==> src/dci_pkg.sv <==
// Constants, opcodes and carrier types for the instruction execution subset.
// Assumes one 50 MHz clock and an AXI4-Lite master that drives the register file.
// Summary of operation
// [RQ1] Direct call pushes pc+1, bumps stack pointer, jumps; two words, three cycles.
// [RQ2] Port input reads I/O register at page.port into data memory operand.
// [RQ3] High load puts operand in acc high, clears low; 1 or 2 cycles.
// [RQ4] Short aux load writes 7-bit immediate, clears upper nine bits.
// [RQ5] Long aux load writes second word into aux register; pc+2, two cycles.
// [RQ6] Data page loads set 4-bit page from operand low bits or immediate.
// [RQ7] Memory I/O page load copies operand bits 5:4 into I/O page.
// [RQ8] Immediate I/O page load writes 2-bit immediate into I/O page.
// [RQ9] Loop setup loads repeat counter from operand bits 9:0, length from field.
// [RQ10] Loop body of length+1 words repeats count+1 times, no overhead.
// [RQ11] Software puts no branch or call inside a loop body.
// [RQ12] Modulo load copies operand into modulo register; 1 or 2 cycles.
// [RQ13] Long OR merges immediate into acc high; two words, two cycles.
// [RQ14] Port output writes operand to I/O register at page.port.
// [RQ15] Short port output writes 7-bit immediate into I/O register low bits.
// [RQ16] Long port output writes second word to I/O register; pc+2, two cycles.
// [RQ17] Pop to memory decrements stack pointer then stores that entry.
// [RQ18] Pop high decrements stack pointer, loads entry into acc high.
// [RQ19] Pop low decrements stack pointer, loads entry into acc low.
// [RQ20] Flag clear resets flag; active-low flag pin goes high.
// [RQ21] High store writes acc high to operand; 1 or 2 cycles.
// [RQ22] Low store writes acc low to operand; 1 or 2 cycles.
// [RQ23] Extra cycle chosen when operand address is external data memory; OP_IN and OP_OUT always take one cycle.
// [RQ24] Short port writes keep I/O register upper bits.
package dci_pkg;
   // Opcodes, placed in instruction bits 15:11
   localparam logic [4:0] OP_CALL  = 5'h01;
   localparam logic [4:0] OP_IN    = 5'h02;
   localparam logic [4:0] OP_LACH  = 5'h03;
   localparam logic [4:0] OP_AUXS  = 5'h04;
   localparam logic [4:0] OP_AUXL  = 5'h05;
   localparam logic [4:0] OP_DPM   = 5'h06;
   localparam logic [4:0] OP_DPI   = 5'h07;
   localparam logic [4:0] OP_IOPM  = 5'h08;
   localparam logic [4:0] OP_IOPI  = 5'h09;
   localparam logic [4:0] OP_LOOP  = 5'h0a;
   localparam logic [4:0] OP_MOD   = 5'h0b;
   localparam logic [4:0] OP_ORL   = 5'h0c;
   localparam logic [4:0] OP_OUT   = 5'h0d;
   localparam logic [4:0] OP_OUTS  = 5'h0e;
   localparam logic [4:0] OP_PORT_WRITE_LONG  = 5'h0f;
   localparam logic [4:0] OP_POP   = 5'h10;
   localparam logic [4:0] OP_POP_TO_ACC_HIGH  = 5'h11;
   localparam logic [4:0] OP_POP_TO_ACC_LOW  = 5'h12;
   localparam logic [4:0] OP_XFCLR = 5'h13;
   localparam logic [4:0] OP_SAH   = 5'h14;
   localparam logic [4:0] OP_SAL   = 5'h15;
   localparam logic [4:0] OP_XFSET = 5'h16;
   // Register byte addresses
   localparam logic [7:0] A_INSN   = 8'h00;
   localparam logic [7:0] A_DMEM   = 8'h04;
   localparam logic [7:0] A_CTRL   = 8'h08;
   localparam logic [7:0] A_ACCH   = 8'h0c;
   localparam logic [7:0] A_ACCL   = 8'h10;
   localparam logic [7:0] A_PC     = 8'h14;
   localparam logic [7:0] A_STAT   = 8'h18;
   localparam logic [7:0] A_LOOP   = 8'h1c;
   localparam logic [7:0] A_MODR   = 8'h20;
   localparam logic [7:0] A_AUXB   = 8'h40;
   localparam logic [7:0] A_IOB    = 8'h80;
   // Field layout and sizes
   localparam int IOP_W   = 2;
   localparam int PORT_W  = 4;
   localparam int NAUX    = 8;
   localparam int NSTK    = 32;
   localparam int NIO     = 16;
   localparam logic [15:0] EXT_BASE = 16'h1000;
   localparam logic [1:0]  RESP_OK  = 2'h0;
   localparam logic [1:0]  RESP_ERR = 2'h2;

   typedef enum logic [1:0] {
      ST_IDLE = 2'b00,
      ST_EXEC = 2'b01,
      ST_WAIT = 2'b10
   } dci_state_t;

   typedef struct packed {
      logic        awvalid;
      logic [7:0]  awaddr;
      logic        wvalid;
      logic [31:0] wdata;
      logic [3:0]  wstrb;
      logic        bready;
      logic        arvalid;
      logic [7:0]  araddr;
      logic        rready;
   } dci_axi_req_t;

   typedef struct packed {
      logic        awready;
      logic        wready;
      logic        bvalid;
      logic [1:0]  bresp;
      logic        arready;
      logic        rvalid;
      logic [31:0] rdata;
      logic [1:0]  rresp;
   } dci_axi_rsp_t;
endpackage : dci_pkg

==> src/dci_core.sv <==
// Executes the instruction subset issued through registers over AXI4-Lite.
// Assumes a synchronous master on ref_clk_i; the flag pin leaves the chip.
`timescale 1ns/1ps
module dci_core (
   input  wire logic                  ref_clk_i,
   input  wire logic                  sys_rst_i,
   input  wire dci_pkg::dci_axi_req_t axi_req_i,
   output      dci_pkg::dci_axi_rsp_t axi_rsp_o,
   output      logic                  ext_flag_n_o
);
   import dci_pkg::*;

   typedef struct packed {
      dci_axi_rsp_t rsp;
      logic         aw_got;
      logic [7:0]   aw_addr;
      logic         w_got;
      logic [31:0]  w_data;
      dci_state_t   st;
      logic [15:0]  insn;
      logic [15:0]  word2;
      logic [15:0]  dmem;
      logic [15:0]  daddr;
      logic [1:0]   cyc;
      logic [31:0]  acc;
      logic [15:0]  pc;
      logic [4:0]   sp;
      logic [3:0]   data_page;
      logic [1:0]   io_page;
      logic [9:0]   repeat_counter;
      logic [2:0]   loop_length_count;
      logic         loop_on;
      logic [15:0]  loop_start;
      logic [9:0]   loop_left;
      logic [15:0]  modulo;
      logic         external_flag;
      logic         ext_flag_n;
      logic [NAUX-1:0][15:0] aux;
      logic [NSTK-1:0][15:0] stk;
      logic [NIO-1:0][15:0]  io;
   } dci_core_t;

   dci_core_t s;
   dci_core_t next_s;

   function automatic logic [1:0] cycles_of(input logic [15:0] a);
      cycles_of = (a >= EXT_BASE) ? 2'h2 : 2'h1; // [RQ23]
   endfunction : cycles_of

   function automatic logic [3:0] io_index(input logic [1:0] pg, input logic [15:0] i);
      io_index = {pg, i[1:0]}; // [RQ2] [RQ14]
   endfunction : io_index

   // ************************************************************
   // Bus slave and execution
   // ************************************************************
   logic [4:0]  op;
   logic [15:0] pc_next;
   logic        two_word;
   logic [31:0] rd;
   logic        rd_ok;

   always_comb begin
      op       = s.insn[15:11];
      two_word = (op == OP_CALL) || (op == OP_AUXL) || (op == OP_ORL) || (op == OP_PORT_WRITE_LONG);
      pc_next  = s.pc + (two_word ? 16'h0002 : 16'h0001); // [RQ5] [RQ16]
      rd_ok    = 1'b1;
      rd       = 32'h0000_0000;
      case (axi_req_i.araddr)
         A_INSN: rd = {s.word2, s.insn};
         A_DMEM: rd = {s.daddr, s.dmem};
         A_CTRL: rd = {30'h0000_0000, s.st};
         A_ACCH: rd = {16'h0000, s.acc[31:16]};
         A_ACCL: rd = {16'h0000, s.acc[15:0]};
         A_PC:   rd = {11'h000, s.sp, s.pc};
         A_STAT: rd = {25'h000_0000, s.ext_flag_n, s.io_page, s.data_page};
         A_LOOP: rd = {3'h0, s.loop_on, s.loop_length_count, 5'h00, s.loop_left,
                       s.repeat_counter};
         A_MODR: rd = {16'h0000, s.modulo};
         default: begin
            if (axi_req_i.araddr[7:5] == A_AUXB[7:5]) begin
               rd = {16'h0000, s.aux[axi_req_i.araddr[4:2]]};
            end else if (axi_req_i.araddr[7:6] == A_IOB[7:6]) begin
               rd = {16'h0000, s.io[axi_req_i.araddr[5:2]]};
            end else begin
               rd_ok = 1'b0;
            end
         end
      endcase
   end

   always_comb begin
      next_s = s;
      next_s.rsp.awready = 1'b0;
      next_s.rsp.wready  = 1'b0;
      next_s.rsp.arready = 1'b0;
      if (s.rsp.bvalid && axi_req_i.bready) begin
         next_s.rsp.bvalid = 1'b0;
      end
      if (s.rsp.rvalid && axi_req_i.rready) begin
         next_s.rsp.rvalid = 1'b0;
      end
      if (axi_req_i.awvalid && !s.aw_got && !s.rsp.awready) begin
         next_s.rsp.awready = 1'b1;
         next_s.aw_got      = 1'b1;
         next_s.aw_addr     = axi_req_i.awaddr;
      end
      if (axi_req_i.wvalid && !s.w_got && !s.rsp.wready) begin
         next_s.rsp.wready = 1'b1;
         next_s.w_got      = 1'b1;
         next_s.w_data     = axi_req_i.wdata;
      end
      if (axi_req_i.arvalid && !s.rsp.rvalid && !s.rsp.arready) begin
         next_s.rsp.arready = 1'b1;
         next_s.rsp.rvalid  = 1'b1;
         next_s.rsp.rdata   = rd;
         next_s.rsp.rresp   = rd_ok ? RESP_OK : RESP_ERR;
      end
      // Register write, once address and data are both held
      if (s.aw_got && s.w_got && !s.rsp.bvalid) begin
         next_s.aw_got     = 1'b0;
         next_s.w_got      = 1'b0;
         next_s.rsp.bvalid = 1'b1;
         next_s.rsp.bresp  = RESP_OK;
         case (s.aw_addr)
            A_INSN: begin
               if (s.st == ST_IDLE) begin
                  next_s.insn  = s.w_data[15:0];
                  next_s.word2 = s.w_data[31:16];
               end
            end
            A_DMEM: begin
               next_s.dmem  = s.w_data[15:0];
               next_s.daddr = s.w_data[31:16];
            end
            A_CTRL: begin
               if (s.w_data[0] && s.st == ST_IDLE) begin
                  next_s.st = ST_EXEC;
               end
            end
            A_PC: begin
               next_s.pc = s.w_data[15:0];
               next_s.sp = s.w_data[20:16];
            end
            default: begin
               if (s.aw_addr[7:5] == A_AUXB[7:5]) begin
                  next_s.aux[s.aw_addr[4:2]] = s.w_data[15:0];
               end else if (s.aw_addr[7:6] == A_IOB[7:6]) begin
                  next_s.io[s.aw_addr[5:2]] = s.w_data[15:0];
               end else if (s.aw_addr != A_STAT && s.aw_addr != A_LOOP
                            && s.aw_addr != A_ACCH && s.aw_addr != A_ACCL
                            && s.aw_addr != A_MODR) begin
                  next_s.rsp.bresp = RESP_ERR;
               end
            end
         endcase
      end
      // Execute one instruction
      case (s.st)
         ST_IDLE: begin
         end
         ST_EXEC: begin
            next_s.pc  = pc_next;
            next_s.st  = ST_WAIT;
            next_s.cyc = 2'h1;
            case (op)
               OP_CALL: begin
                  next_s.stk[s.sp] = s.pc + 16'h0001; // [RQ1]
                  next_s.sp        = s.sp + 5'h01;
                  next_s.pc        = s.word2;
                  next_s.cyc       = 2'h3;
               end
               OP_IN:    next_s.dmem = s.io[io_index(s.io_page, s.insn)]; // [RQ2]
               OP_LACH:  begin
                  next_s.acc = {s.dmem, 16'h0000}; // [RQ3]
                  next_s.cyc = cycles_of(s.daddr);
               end
               OP_AUXS:  next_s.aux[s.insn[9:7]] = {9'h000, s.insn[6:0]}; // [RQ4]
               OP_AUXL:  begin
                  next_s.aux[s.insn[9:7]] = s.word2; // [RQ5]
                  next_s.cyc = 2'h2;
               end
               OP_DPM:   begin
                  next_s.data_page = s.dmem[3:0]; // [RQ6]
                  next_s.cyc = cycles_of(s.daddr);
               end
               OP_DPI:   next_s.data_page = s.insn[3:0]; // [RQ6]
               OP_IOPM:  begin
                  next_s.io_page = s.dmem[5:4]; // [RQ7]
                  next_s.cyc = cycles_of(s.daddr);
               end
               OP_IOPI:  next_s.io_page = s.insn[1:0]; // [RQ8]
               OP_LOOP:  begin
                  next_s.repeat_counter    = s.dmem[9:0]; // [RQ9]
                  next_s.loop_length_count = s.insn[10:8];
                  next_s.loop_on           = 1'b1; // [RQ10]
                  next_s.loop_start        = pc_next;
                  next_s.loop_left         = s.dmem[9:0];
                  next_s.cyc = cycles_of(s.daddr);
               end
               OP_MOD:   begin
                  next_s.modulo = s.dmem; // [RQ12]
                  next_s.cyc = cycles_of(s.daddr);
               end
               OP_ORL:   begin
                  next_s.acc[31:16] = s.acc[31:16] | s.word2; // [RQ13]
                  next_s.cyc = 2'h2;
               end
               OP_OUT:   next_s.io[io_index(s.io_page, s.insn)] = s.dmem; // [RQ14]
               OP_OUTS:  next_s.io[io_index(s.io_page, s.insn)][6:0] = s.insn[8:2]; // [RQ15] [RQ24]
               OP_PORT_WRITE_LONG:  begin
                  next_s.io[io_index(s.io_page, s.insn)] = s.word2; // [RQ16]
                  next_s.cyc = 2'h2;
               end
               OP_POP:   begin
                  next_s.sp   = s.sp - 5'h01; // [RQ17]
                  next_s.dmem = s.stk[5'(s.sp - 5'h01)];
                  next_s.cyc  = cycles_of(s.daddr);
               end
               OP_POP_TO_ACC_HIGH:  begin
                  next_s.sp         = s.sp - 5'h01; // [RQ18]
                  next_s.acc[31:16] = s.stk[5'(s.sp - 5'h01)];
               end
               OP_POP_TO_ACC_LOW:  begin
                  next_s.sp        = s.sp - 5'h01; // [RQ19]
                  next_s.acc[15:0] = s.stk[5'(s.sp - 5'h01)];
               end
               OP_XFCLR: begin
                  next_s.external_flag = 1'b0; // [RQ20]
                  next_s.ext_flag_n    = 1'b1;
               end
               OP_XFSET: begin
                  next_s.external_flag = 1'b1;
                  next_s.ext_flag_n    = 1'b0;
               end
               OP_SAH:   begin
                  next_s.dmem = s.acc[31:16]; // [RQ21]
                  next_s.cyc  = cycles_of(s.daddr);
               end
               OP_SAL:   begin
                  next_s.dmem = s.acc[15:0]; // [RQ22]
                  next_s.cyc  = cycles_of(s.daddr);
               end
               default:  next_s.cyc = 2'h1;
            endcase
            // Loop wrap: software keeps branches out of the body [RQ11]
            if (s.loop_on && op != OP_LOOP
                && pc_next == s.loop_start + {13'h0000, s.loop_length_count} + 16'h0001) begin
               if (s.loop_left != 10'h000) begin
                  next_s.pc        = s.loop_start; // [RQ10]
                  next_s.loop_left = s.loop_left - 10'h001;
               end else begin
                  next_s.loop_on = 1'b0;
               end
            end
         end
         ST_WAIT: begin
            next_s.cyc = s.cyc - 2'h1;
            if (s.cyc == 2'h1) begin
               next_s.st = ST_IDLE;
            end
         end
         default: next_s.st = ST_IDLE;
      endcase
   end

   always_ff @(posedge ref_clk_i or posedge sys_rst_i) begin
      if (sys_rst_i) begin
         s <= '{rsp: '0, aw_got: 1'b0, aw_addr: 8'h00, w_got: 1'b0, w_data: 32'h0,
                st: ST_IDLE, insn: 16'h0, word2: 16'h0, dmem: 16'h0, daddr: 16'h0,
                cyc: 2'h0, acc: 32'h0, pc: 16'h0, sp: 5'h00, data_page: 4'h0,
                io_page: 2'h0, repeat_counter: 10'h0, loop_length_count: 3'h0,
                loop_on: 1'b0, loop_start: 16'h0, loop_left: 10'h0, modulo: 16'h0,
                external_flag: 1'b0, ext_flag_n: 1'b1,
                aux: '0, stk: '0, io: '0};
      end else begin
         s <= next_s;
      end
   end

   assign axi_rsp_o    = s.rsp;
   assign ext_flag_n_o = s.ext_flag_n;

   // ************************************************************
   // Checks
   // ************************************************************
   a_call_timing: assert property (@(posedge ref_clk_i) disable iff (sys_rst_i) // [RQ1]
      (s.st == ST_EXEC && op == OP_CALL) |=> (s.pc == $past(s.word2)) ##0
      (s.st == ST_WAIT)[*3] ##1 (s.st == ST_IDLE))
      else $error("call timing wrong");
   a_call_push: assert property (@(posedge ref_clk_i) disable iff (sys_rst_i) // [RQ1]
      (s.st == ST_EXEC && op == OP_CALL) |=> (s.sp == $past(s.sp) + 5'h01))
      else $error("call push wrong");
   a_lach_load: assert property (@(posedge ref_clk_i) disable iff (sys_rst_i) // [RQ3]
      (s.st == ST_EXEC && op == OP_LACH) |=> (s.acc == {$past(s.dmem), 16'h0000}))
      else $error("high load wrong");
   a_ext_extra: assert property (@(posedge ref_clk_i) disable iff (sys_rst_i) // [RQ23]
      (s.st == ST_EXEC && op == OP_SAH && s.daddr >= EXT_BASE) |=> s.cyc == 2'h2)
      else $error("external cycle missing");
   a_aux_short: assert property (@(posedge ref_clk_i) disable iff (sys_rst_i) // [RQ4]
      (s.st == ST_EXEC && op == OP_AUXS) |=> s.aux[$past(s.insn[9:7])][15:7] == 9'h000)
      else $error("short aux upper bits");
   a_pc_long: assert property (@(posedge ref_clk_i) disable iff (sys_rst_i) // [RQ16]
      (s.st == ST_EXEC && op == OP_PORT_WRITE_LONG && !s.loop_on) |=> s.pc == $past(s.pc) + 16'h0002)
      else $error("long output pc");
   a_pop_high: assert property (@(posedge ref_clk_i) disable iff (sys_rst_i) // [RQ18]
      (s.st == ST_EXEC && op == OP_POP_TO_ACC_HIGH) |=> s.sp == $past(s.sp) - 5'h01)
      else $error("pop stack pointer");
   a_flag_pin: assert property (@(posedge ref_clk_i) disable iff (sys_rst_i) // [RQ20]
      ext_flag_n_o == !s.external_flag)
      else $error("flag pin not inverted");
   a_flag_clear: assert property (@(posedge ref_clk_i) disable iff (sys_rst_i) // [RQ20]
      (s.st == ST_EXEC && op == OP_XFCLR) |=> (ext_flag_n_o == 1'b1 && !s.external_flag))
      else $error("flag clear wrong");
   a_or_high: assert property (@(posedge ref_clk_i) disable iff (sys_rst_i) // [RQ13]
      (s.st == ST_EXEC && op == OP_ORL) |=> s.acc[15:0] == $past(s.acc[15:0]))
      else $error("or touched low half");
   c_call: cover property (@(posedge ref_clk_i) s.st == ST_EXEC && op == OP_CALL);
   c_loop_wrap: cover property (@(posedge ref_clk_i) s.loop_on && s.loop_left == 10'h000);
   c_ext: cover property (@(posedge ref_clk_i) s.st == ST_WAIT && s.cyc == 2'h2);
endmodule : dci_core

==> config.mk <==
export PLATFORM = sky130hd
export DESIGN_NAME = dci_core
export DESIGN_NICKNAME = d
export VERILOG_FILES = /design/src/dci_pkg.sv /design/src/dci_core.sv
export SDC_FILE = /design/constraint.sdc
export NUM_CORES = 2
export LEC_CHECK = 0
export BUFFER_PORTS_ARGS = -buffer_cell sky130_fd_sc_hd__buf_2
export CELL_PAD_IN_SITES_DETAIL_PLACEMENT = 0
export CELL_PAD_IN_SITES_GLOBAL_PLACEMENT = 2
export CORE_MARGIN = 3
export CORE_UTILIZATION = 40
export CTS_CLUSTER_SIZE = 25
export DETAILED_ROUTE_END_ITERATION = 10
export HOLD_SLACK_MARGIN = 0.1
export PLACE_DENSITY_LB_ADDON = 0.1
export SYNTH_ARGS = -nofsm -noshare
export SYNTH_HDL_FRONTEND = slang
export SYNTH_SLANG_ARGS = --single-unit
==> constraint.sdc <==
create_clock -name ref_clk_i -period 48.4 [get_ports ref_clk_i]
set_input_delay 9.68 -clock ref_clk_i [delete_from_list [all_inputs] [get_ports ref_clk_i]]
set_output_delay 9.68 -clock ref_clk_i [all_outputs]
set_load 0.01 [all_outputs]
# Word-level counts from Yosys, hierarchy flattened
# Cells that the tools add are included.
[op_classes]
n_addsub = 8
order_cmp = 14
n_eq_ne = 47
n_mux = 91
n_bitwise = 1
reduce_logical = 64
[op_table]
columns = ["op", "n"]
rows = [
  ["$bwmux W256", 4],
  ["$mux W256", 4],
  ["$mux W981", 1],
  ["$pmux W256 S3", 1],
  ["$bwmux W512", 1],
  ["$mux W512", 1],
  ["$bwmux W128", 3],
  ["$mux W128", 3],
  ["$pmux W32 S9", 1],
  ["$mux W16", 16],
  ["$pmux W128 S2", 1],
  ["$demux W16 S4", 3],
  ["$bmux W16 S4", 2],
  ["$demux W16 S3", 2],
  ["$mux W32", 3],
  ["$bmux W16 S5", 1],
  ["$demux W16 S5", 1],
  ["$mux W66", 1],
  ["$pmux W16 S4", 1],
  ["$bmux W16 S3", 1],
  ["$pmux W16 S3", 1],
  ["$mux W21", 2],
  ["$eq A5 B4 Y1 const B", 8],
  ["$eq A8 B5 Y1 const B", 5],
  ["58 further kinds", 158],
]
[word_totals]
ff_bits = 1164
in_bits = 59
output_inout_bits = 42
wordCells = 313

# Longest topological paths before layout
[logic_depth]
ltp_word = 12
ltp_mapped = 21
ltp_nobuf = 17

# Least setup slack after synthesis
# Ideal clock, no wire load.
[synth_path]
path_kind = "in2reg"
start = "in axi_req_i[3] (netlist name)"
end = "reg s (netlist bit axi_rsp_o[12])"
setup_time_ns = 0.137
arrival_time_ns = 11.884
t_required_ns = 48.263
setup_slack_ns = 36.379
cell_stages = 7
cell_sequence = "clkbuf_1 > buf_1 > buf_2 > mux4_2 > mux2_2 > a221oi_1 > a21oi_1"
[synth_between]
elab_chain_cells = 5
elab_cells_between_ends = 16
cone_classes = "8 x eq/ne; 7 x mux; 1 x reduce/logical"
[synth_rtl]
columns = ["element", "line_no", "rtl"]
rows = [
  ["from (decl)", "dci_core.sv:7", "input wire dci_pkg::dci_axi_req_t axi_req_i,"],
  ["$bmux W16 S4", "dci_core.sv:84", "rd = {16'h0000, s.io[axi_req_i.araddr[5:2]]};"],
  ["$mux W16 (implied by the code)", "dci_core.sv:84", ""],
  ["$mux W16", "dci_core.sv:83", "end else if (axi_req_i.araddr[7:6] == A_IOB[7:6]) begin"],
  ["$mux W16", "dci_core.sv:81", "if (axi_req_i.araddr[7:5] == A_AUXB[7:5]) begin"],
  ["$pmux W32 S9 *", "dci_core.sv:69", "case (axi_req_i.araddr)"],
  ["to (signal assigned)", "dci_core.sv:269", "s <= '{rsp: '0, aw_got: 1'b0, aw_addr: 8'h00, w_got: 1'b0, w_data: 32'h0,"],
  ["to (signal assigned)", "dci_core.sv:277", "s <= next_s;"],
  ["to (decl)", "dci_core.sv:43", "dci_core_t s;"],
]
# Every way passes the cells marked *; elsewhere a longest branch is shown, timed or not. The select of a mux whose other input is x is not followed.
# A chain may end at the register's enable or synchronous reset.

==> metrics.sh <==
POST_CTS_HOLD_BUFFER_COUNT=0
DP.FINAL_HPWL_UM=152000
UNREPAIRED_SETUP_ENDPOINTS_AFTER_GLOBAL_ROUTING='no'
REGTOREGSETUPSLACK_NS=42.59
FINAL_ANTENNA_NET_COUNT=0
CLOCKROOTBUFFER='sky130_fd_sc_hd__clkbuf_16'
HOLD_PATH_SINK='s[1022]$_DFFE_PP0P_'
CORE-AREA_UM2=159000
SYN_TO_FINAL_GROWTH_PCT=10.6
CLKLATENCYLATEPIN_NS=0.79
FINALSETUPVIOLATIONS=0
NUMCTSBUFFERS=143
VIASPERCELL=6.22
CTS-ROOT-TO-SINK-BUFFERS=3
SYNTH_FLOP_CELL='sky130_fd_sc_hd__dfrtp_1'
INITIAL_UTILIZATION=0.404
REGISTER_AREA_UM2=29100
LEAKAGE_nW=30.1
CLOCK_TREE.HTREE_LEVEL_COUNT=4
WORST_SLEW_PIN_SLEW_NS=1.25
SYNTH-EDFF-COUNT=0
VIAS=50800
WORST_R2R_STARTPOINT='s[960]$_DFF_PP0_'
SLEW_VIOLATIONS=0
SKEW_NS=0.0237
YS_SEQ_AREA_FRAC=0.452
SYNTH_SEQ_CELLS=1161
DRT_FIRST_PASS_ITERS=9
SYNTH_CELL_TYPE_COUNT=71
FF2FF_PATH_DEPTH=9
MAXCAPVIOLATIONS=0
FLOORPLAN.DIE.WIDTH_UM=407
WIRE_LENGTH_OF_THE_FIRST_GLOBAL_ROUTING_PASS_UM=362000
SYNTH_WARNINGS=0
DRT_DRC_VIOLATIONS_LEFT=0
NETLIST_INSTANCES=6229
CRITPATHKIND='in -> async'
WORST_SETUP_PATH_END_KIND='async pin'
MULTI_INPUT_COMB_AREA_UM2=32500
PATH_MAX_FANOUT=124
REQUIRED_NS=49.13
AVGROUTEDWIREPERCELL_UM=30.3
LAYOUT_MIN_CYCLE_TIME_NS=14.46
ROW_COUNT=146
HOLD_PATH.CLASS='reg -> reg'
PRECTSSETUPSLACK_NS=32.79
SYNTHESIS.AREA_UM2=64300
POWER_PER_CELL_AREA_nW_PER_UM2=45.0
GRT_START_MAX_NET_PINS=125
CRITICAL_PATH.STARTPOINT_TYPE='input pin'
HOLD_VIOLATIONS=0
PLACE.PORT_BUFFERS=94
CTS_TREE='yes'
POST_ROUTE_CELLS_DRIVE_ABOVE_1_SHARE=0.190
FINAL_MIN_PERIOD_OVER_CLOCK_PERIOD=0.299
GRT_OVERFLOW=0
POSTCTSRESIZEDCELLS=0
FINAL_NETS=6000
SYNTH_ASYNC_SR_FLOP_SHARE=1.00
MAX_FREQ_MHz=69.2
FIRST_GLOBAL_VIAS=50000
MIN-DELAY-START='s[1022]$_DFFE_PP0P_'
POSTCTSSETUPBUFFERS=0
PORTS_PLACED_ON_THE_BOUNDARY=101
NUMBER_OF_ANTENNA_VIOLATIONS_AT_THE_FIRST_CHECK_IN_GLOBAL_ROUTING=4
SYNTH_AREA_PER_CELL_UM2=10.3
CRITPATHARRIVALTIME_NS=15.19
FINALWEIGHTEDCONGESTION=0.868
RESULT_OF_THE_RUN='completed'
NUM-FILL-CELLS=15000
HOLDPATHSTAGES=2
CTS.REPORTEDPATHS.CLKPINSLEW_NS=0.06
TRACK_USAGE=0.298
FLOORPLAN.DIE.HEIGHT_UM=407
VDD.IR_DROP.WORST_mV=0.0359
RELSLEWSLACK=0.159
POST-ROUTE-WORST-SETUP-SLACK_NS=33.94
DR_ITER_0_VIOLS=5067
DESIGN.DIE.AREA_UM2=166000
ROUTE.FINAL.WIRE_LENGTH_UM=248000
ENDPOINT_OF_THE_WORST_SLACK_REG_TO_REG_TIMING_PATH='s[1041]$_DFF_PP0_'
TOTALNEGATIVESETUPSLACK_NS=0
CTS.SINKS=1161
## critical path, stage by stage
cell and delay [ns]:
sky130_fd_sc_hd__buf_2 0.13, sky130_fd_sc_hd__inv_8 0.54, sky130_fd_sc_hd__buf_4 0.77, sky130_fd_sc_hd__buf_4 0.69, sky130_fd_sc_hd__buf_4 0.82, sky130_fd_sc_hd__buf_4 0.82, sky130_fd_sc_hd__buf_4 0.72, sky130_fd_sc_hd__buf_4 0.76
## layer usage
layer / part of all wire / GRT usage / wire length (µm)
met4: 0.047 / 0.126 / 11500
met1: 0.42 / 0.404 / 105000
met5: 0 / 0 / 0
met3: 0.060 / 0.0445 / 14900
met2: 0.47 / 0.478 / 116000
## cell families after synthesis
kind of cell | share of synthesized area
AND/OR/NAND/NOR | 0.0809
buffers and inverters | 0.0511
multiplexers | 0.220
other | 0.0000583
adder cells (fa/ha/maj) | 0.00373
AO/OA/AOI/OAI | 0.184
flip-flops | 0.452
XOR/XNOR | 0.00790
## power breakdown
group	switching (mW)	internal, mW	leakage (nW)
combinational	0.529	0.289	11.8
clock	0.449	0.636	2.29
sequential	0.194	1.10	15.9
total	1.17	2.03	30.1
## area by class of cell
class | count | area share
repair buffers | 294 | 0.0279
inverters | 56 | 0.00306
diodes | 1 | 0.0000352
clock inverters | 25 | 0.00473
flip-flops and latches | 1161 | 0.408
multi-input cells | 4267 | 0.457
clock buffers | 226 | 0.0609
well taps | 2146 | 0.0377
## stage by stage
stage	cells	hold WS, ns	area, µm²	power, mW	utilization
after floorplan	6230	0.444	64300	1.77	-
after CTS	8175	0.478	71200	3.22	0.447
after detailed placement	7924	0.464	66500	2.12	0.418
final	8176	0.476	71200	3.20	0.447
after global routing	8175	0.495	71200	3.33	0.447
after global placement	7924	0.460	66500	2.12	0.418
## cell usage in the layout, fill, tap and decap left out, drive strengths merged, types with 29 or more instances in the layout
master / synthesis / final
dfrtp: 1160 / 1160
o21ai: 954 / 954
nor2: 653 / 653
a21oi: 533 / 533
mux2i: 446 / 446
nand2: 369 / 369
mux4: 352 / 352
buf: 150 / 293
clkbuf: 596 / 227
mux2: 158 / 158
a221o: 144 / 144
a32oi: 113 / 113
o22ai: 60 / 60
inv: 55 / 60
nand3: 53 / 53
a22oi: 48 / 48
xnor2: 37 / 37
nor3: 32 / 32
a221oi: 29 / 29
## Yosys cell counts (39+ instances only)
| cell type | instances | area, µm² |
|---|---|---|
| sky130_fd_sc_hd__dfrtp_1 | 1160 | 29000 |
| sky130_fd_sc_hd__o21ai_0 | 925 | 4630 |
| sky130_fd_sc_hd__nor2_1 | 653 | 2450 |
| sky130_fd_sc_hd__clkbuf_1 | 596 | 2240 |
| sky130_fd_sc_hd__a21oi_1 | 531 | 2660 |
| sky130_fd_sc_hd__mux2i_1 | 446 | 4460 |
| sky130_fd_sc_hd__nand2_1 | 369 | 1390 |
| sky130_fd_sc_hd__mux4_2 | 352 | 7930 |
| sky130_fd_sc_hd__mux2_2 | 158 | 1780 |
| sky130_fd_sc_hd__a221o_1 | 144 | 1440 |
| sky130_fd_sc_hd__a32oi_1 | 113 | 990 |
| sky130_fd_sc_hd__buf_2 | 61 | 305 |
| sky130_fd_sc_hd__o22ai_1 | 60 | 375 |
| sky130_fd_sc_hd__inv_1 | 55 | 206 |
| sky130_fd_sc_hd__nand3_1 | 52 | 260 |
| sky130_fd_sc_hd__a22oi_1 | 48 | 360 |
| sky130_fd_sc_hd__buf_4 | 46 | 345 |
| sky130_fd_sc_hd__buf_1 | 39 | 146 |
## worst max path at each step
| stage | endpoint | slack [ns] | cells past startpoint | from |
|---|---|---|---|---|
| after floorplan | async pin | 6.02 | 1 | sys_rst_i |
| after global placement | s[1064]$_DFFE_PP0P_ | 32.76 | 8 | sys_rst_i |
| after detailed placement | s[1064]$_DFFE_PP0P_ | 32.79 | 8 | sys_rst_i |
| after CTS | s[1064]$_DFFE_PP0P_ | 33.64 | 8 | sys_rst_i |
| after global routing | s[1064]$_DFFE_PP0P_ | 33.07 | 8 | sys_rst_i |
| final | s[1064]$_DFFE_PP0P_ | 33.94 | 8 | sys_rst_i |
No activity file was read; power rests on OpenSTA's default activity.
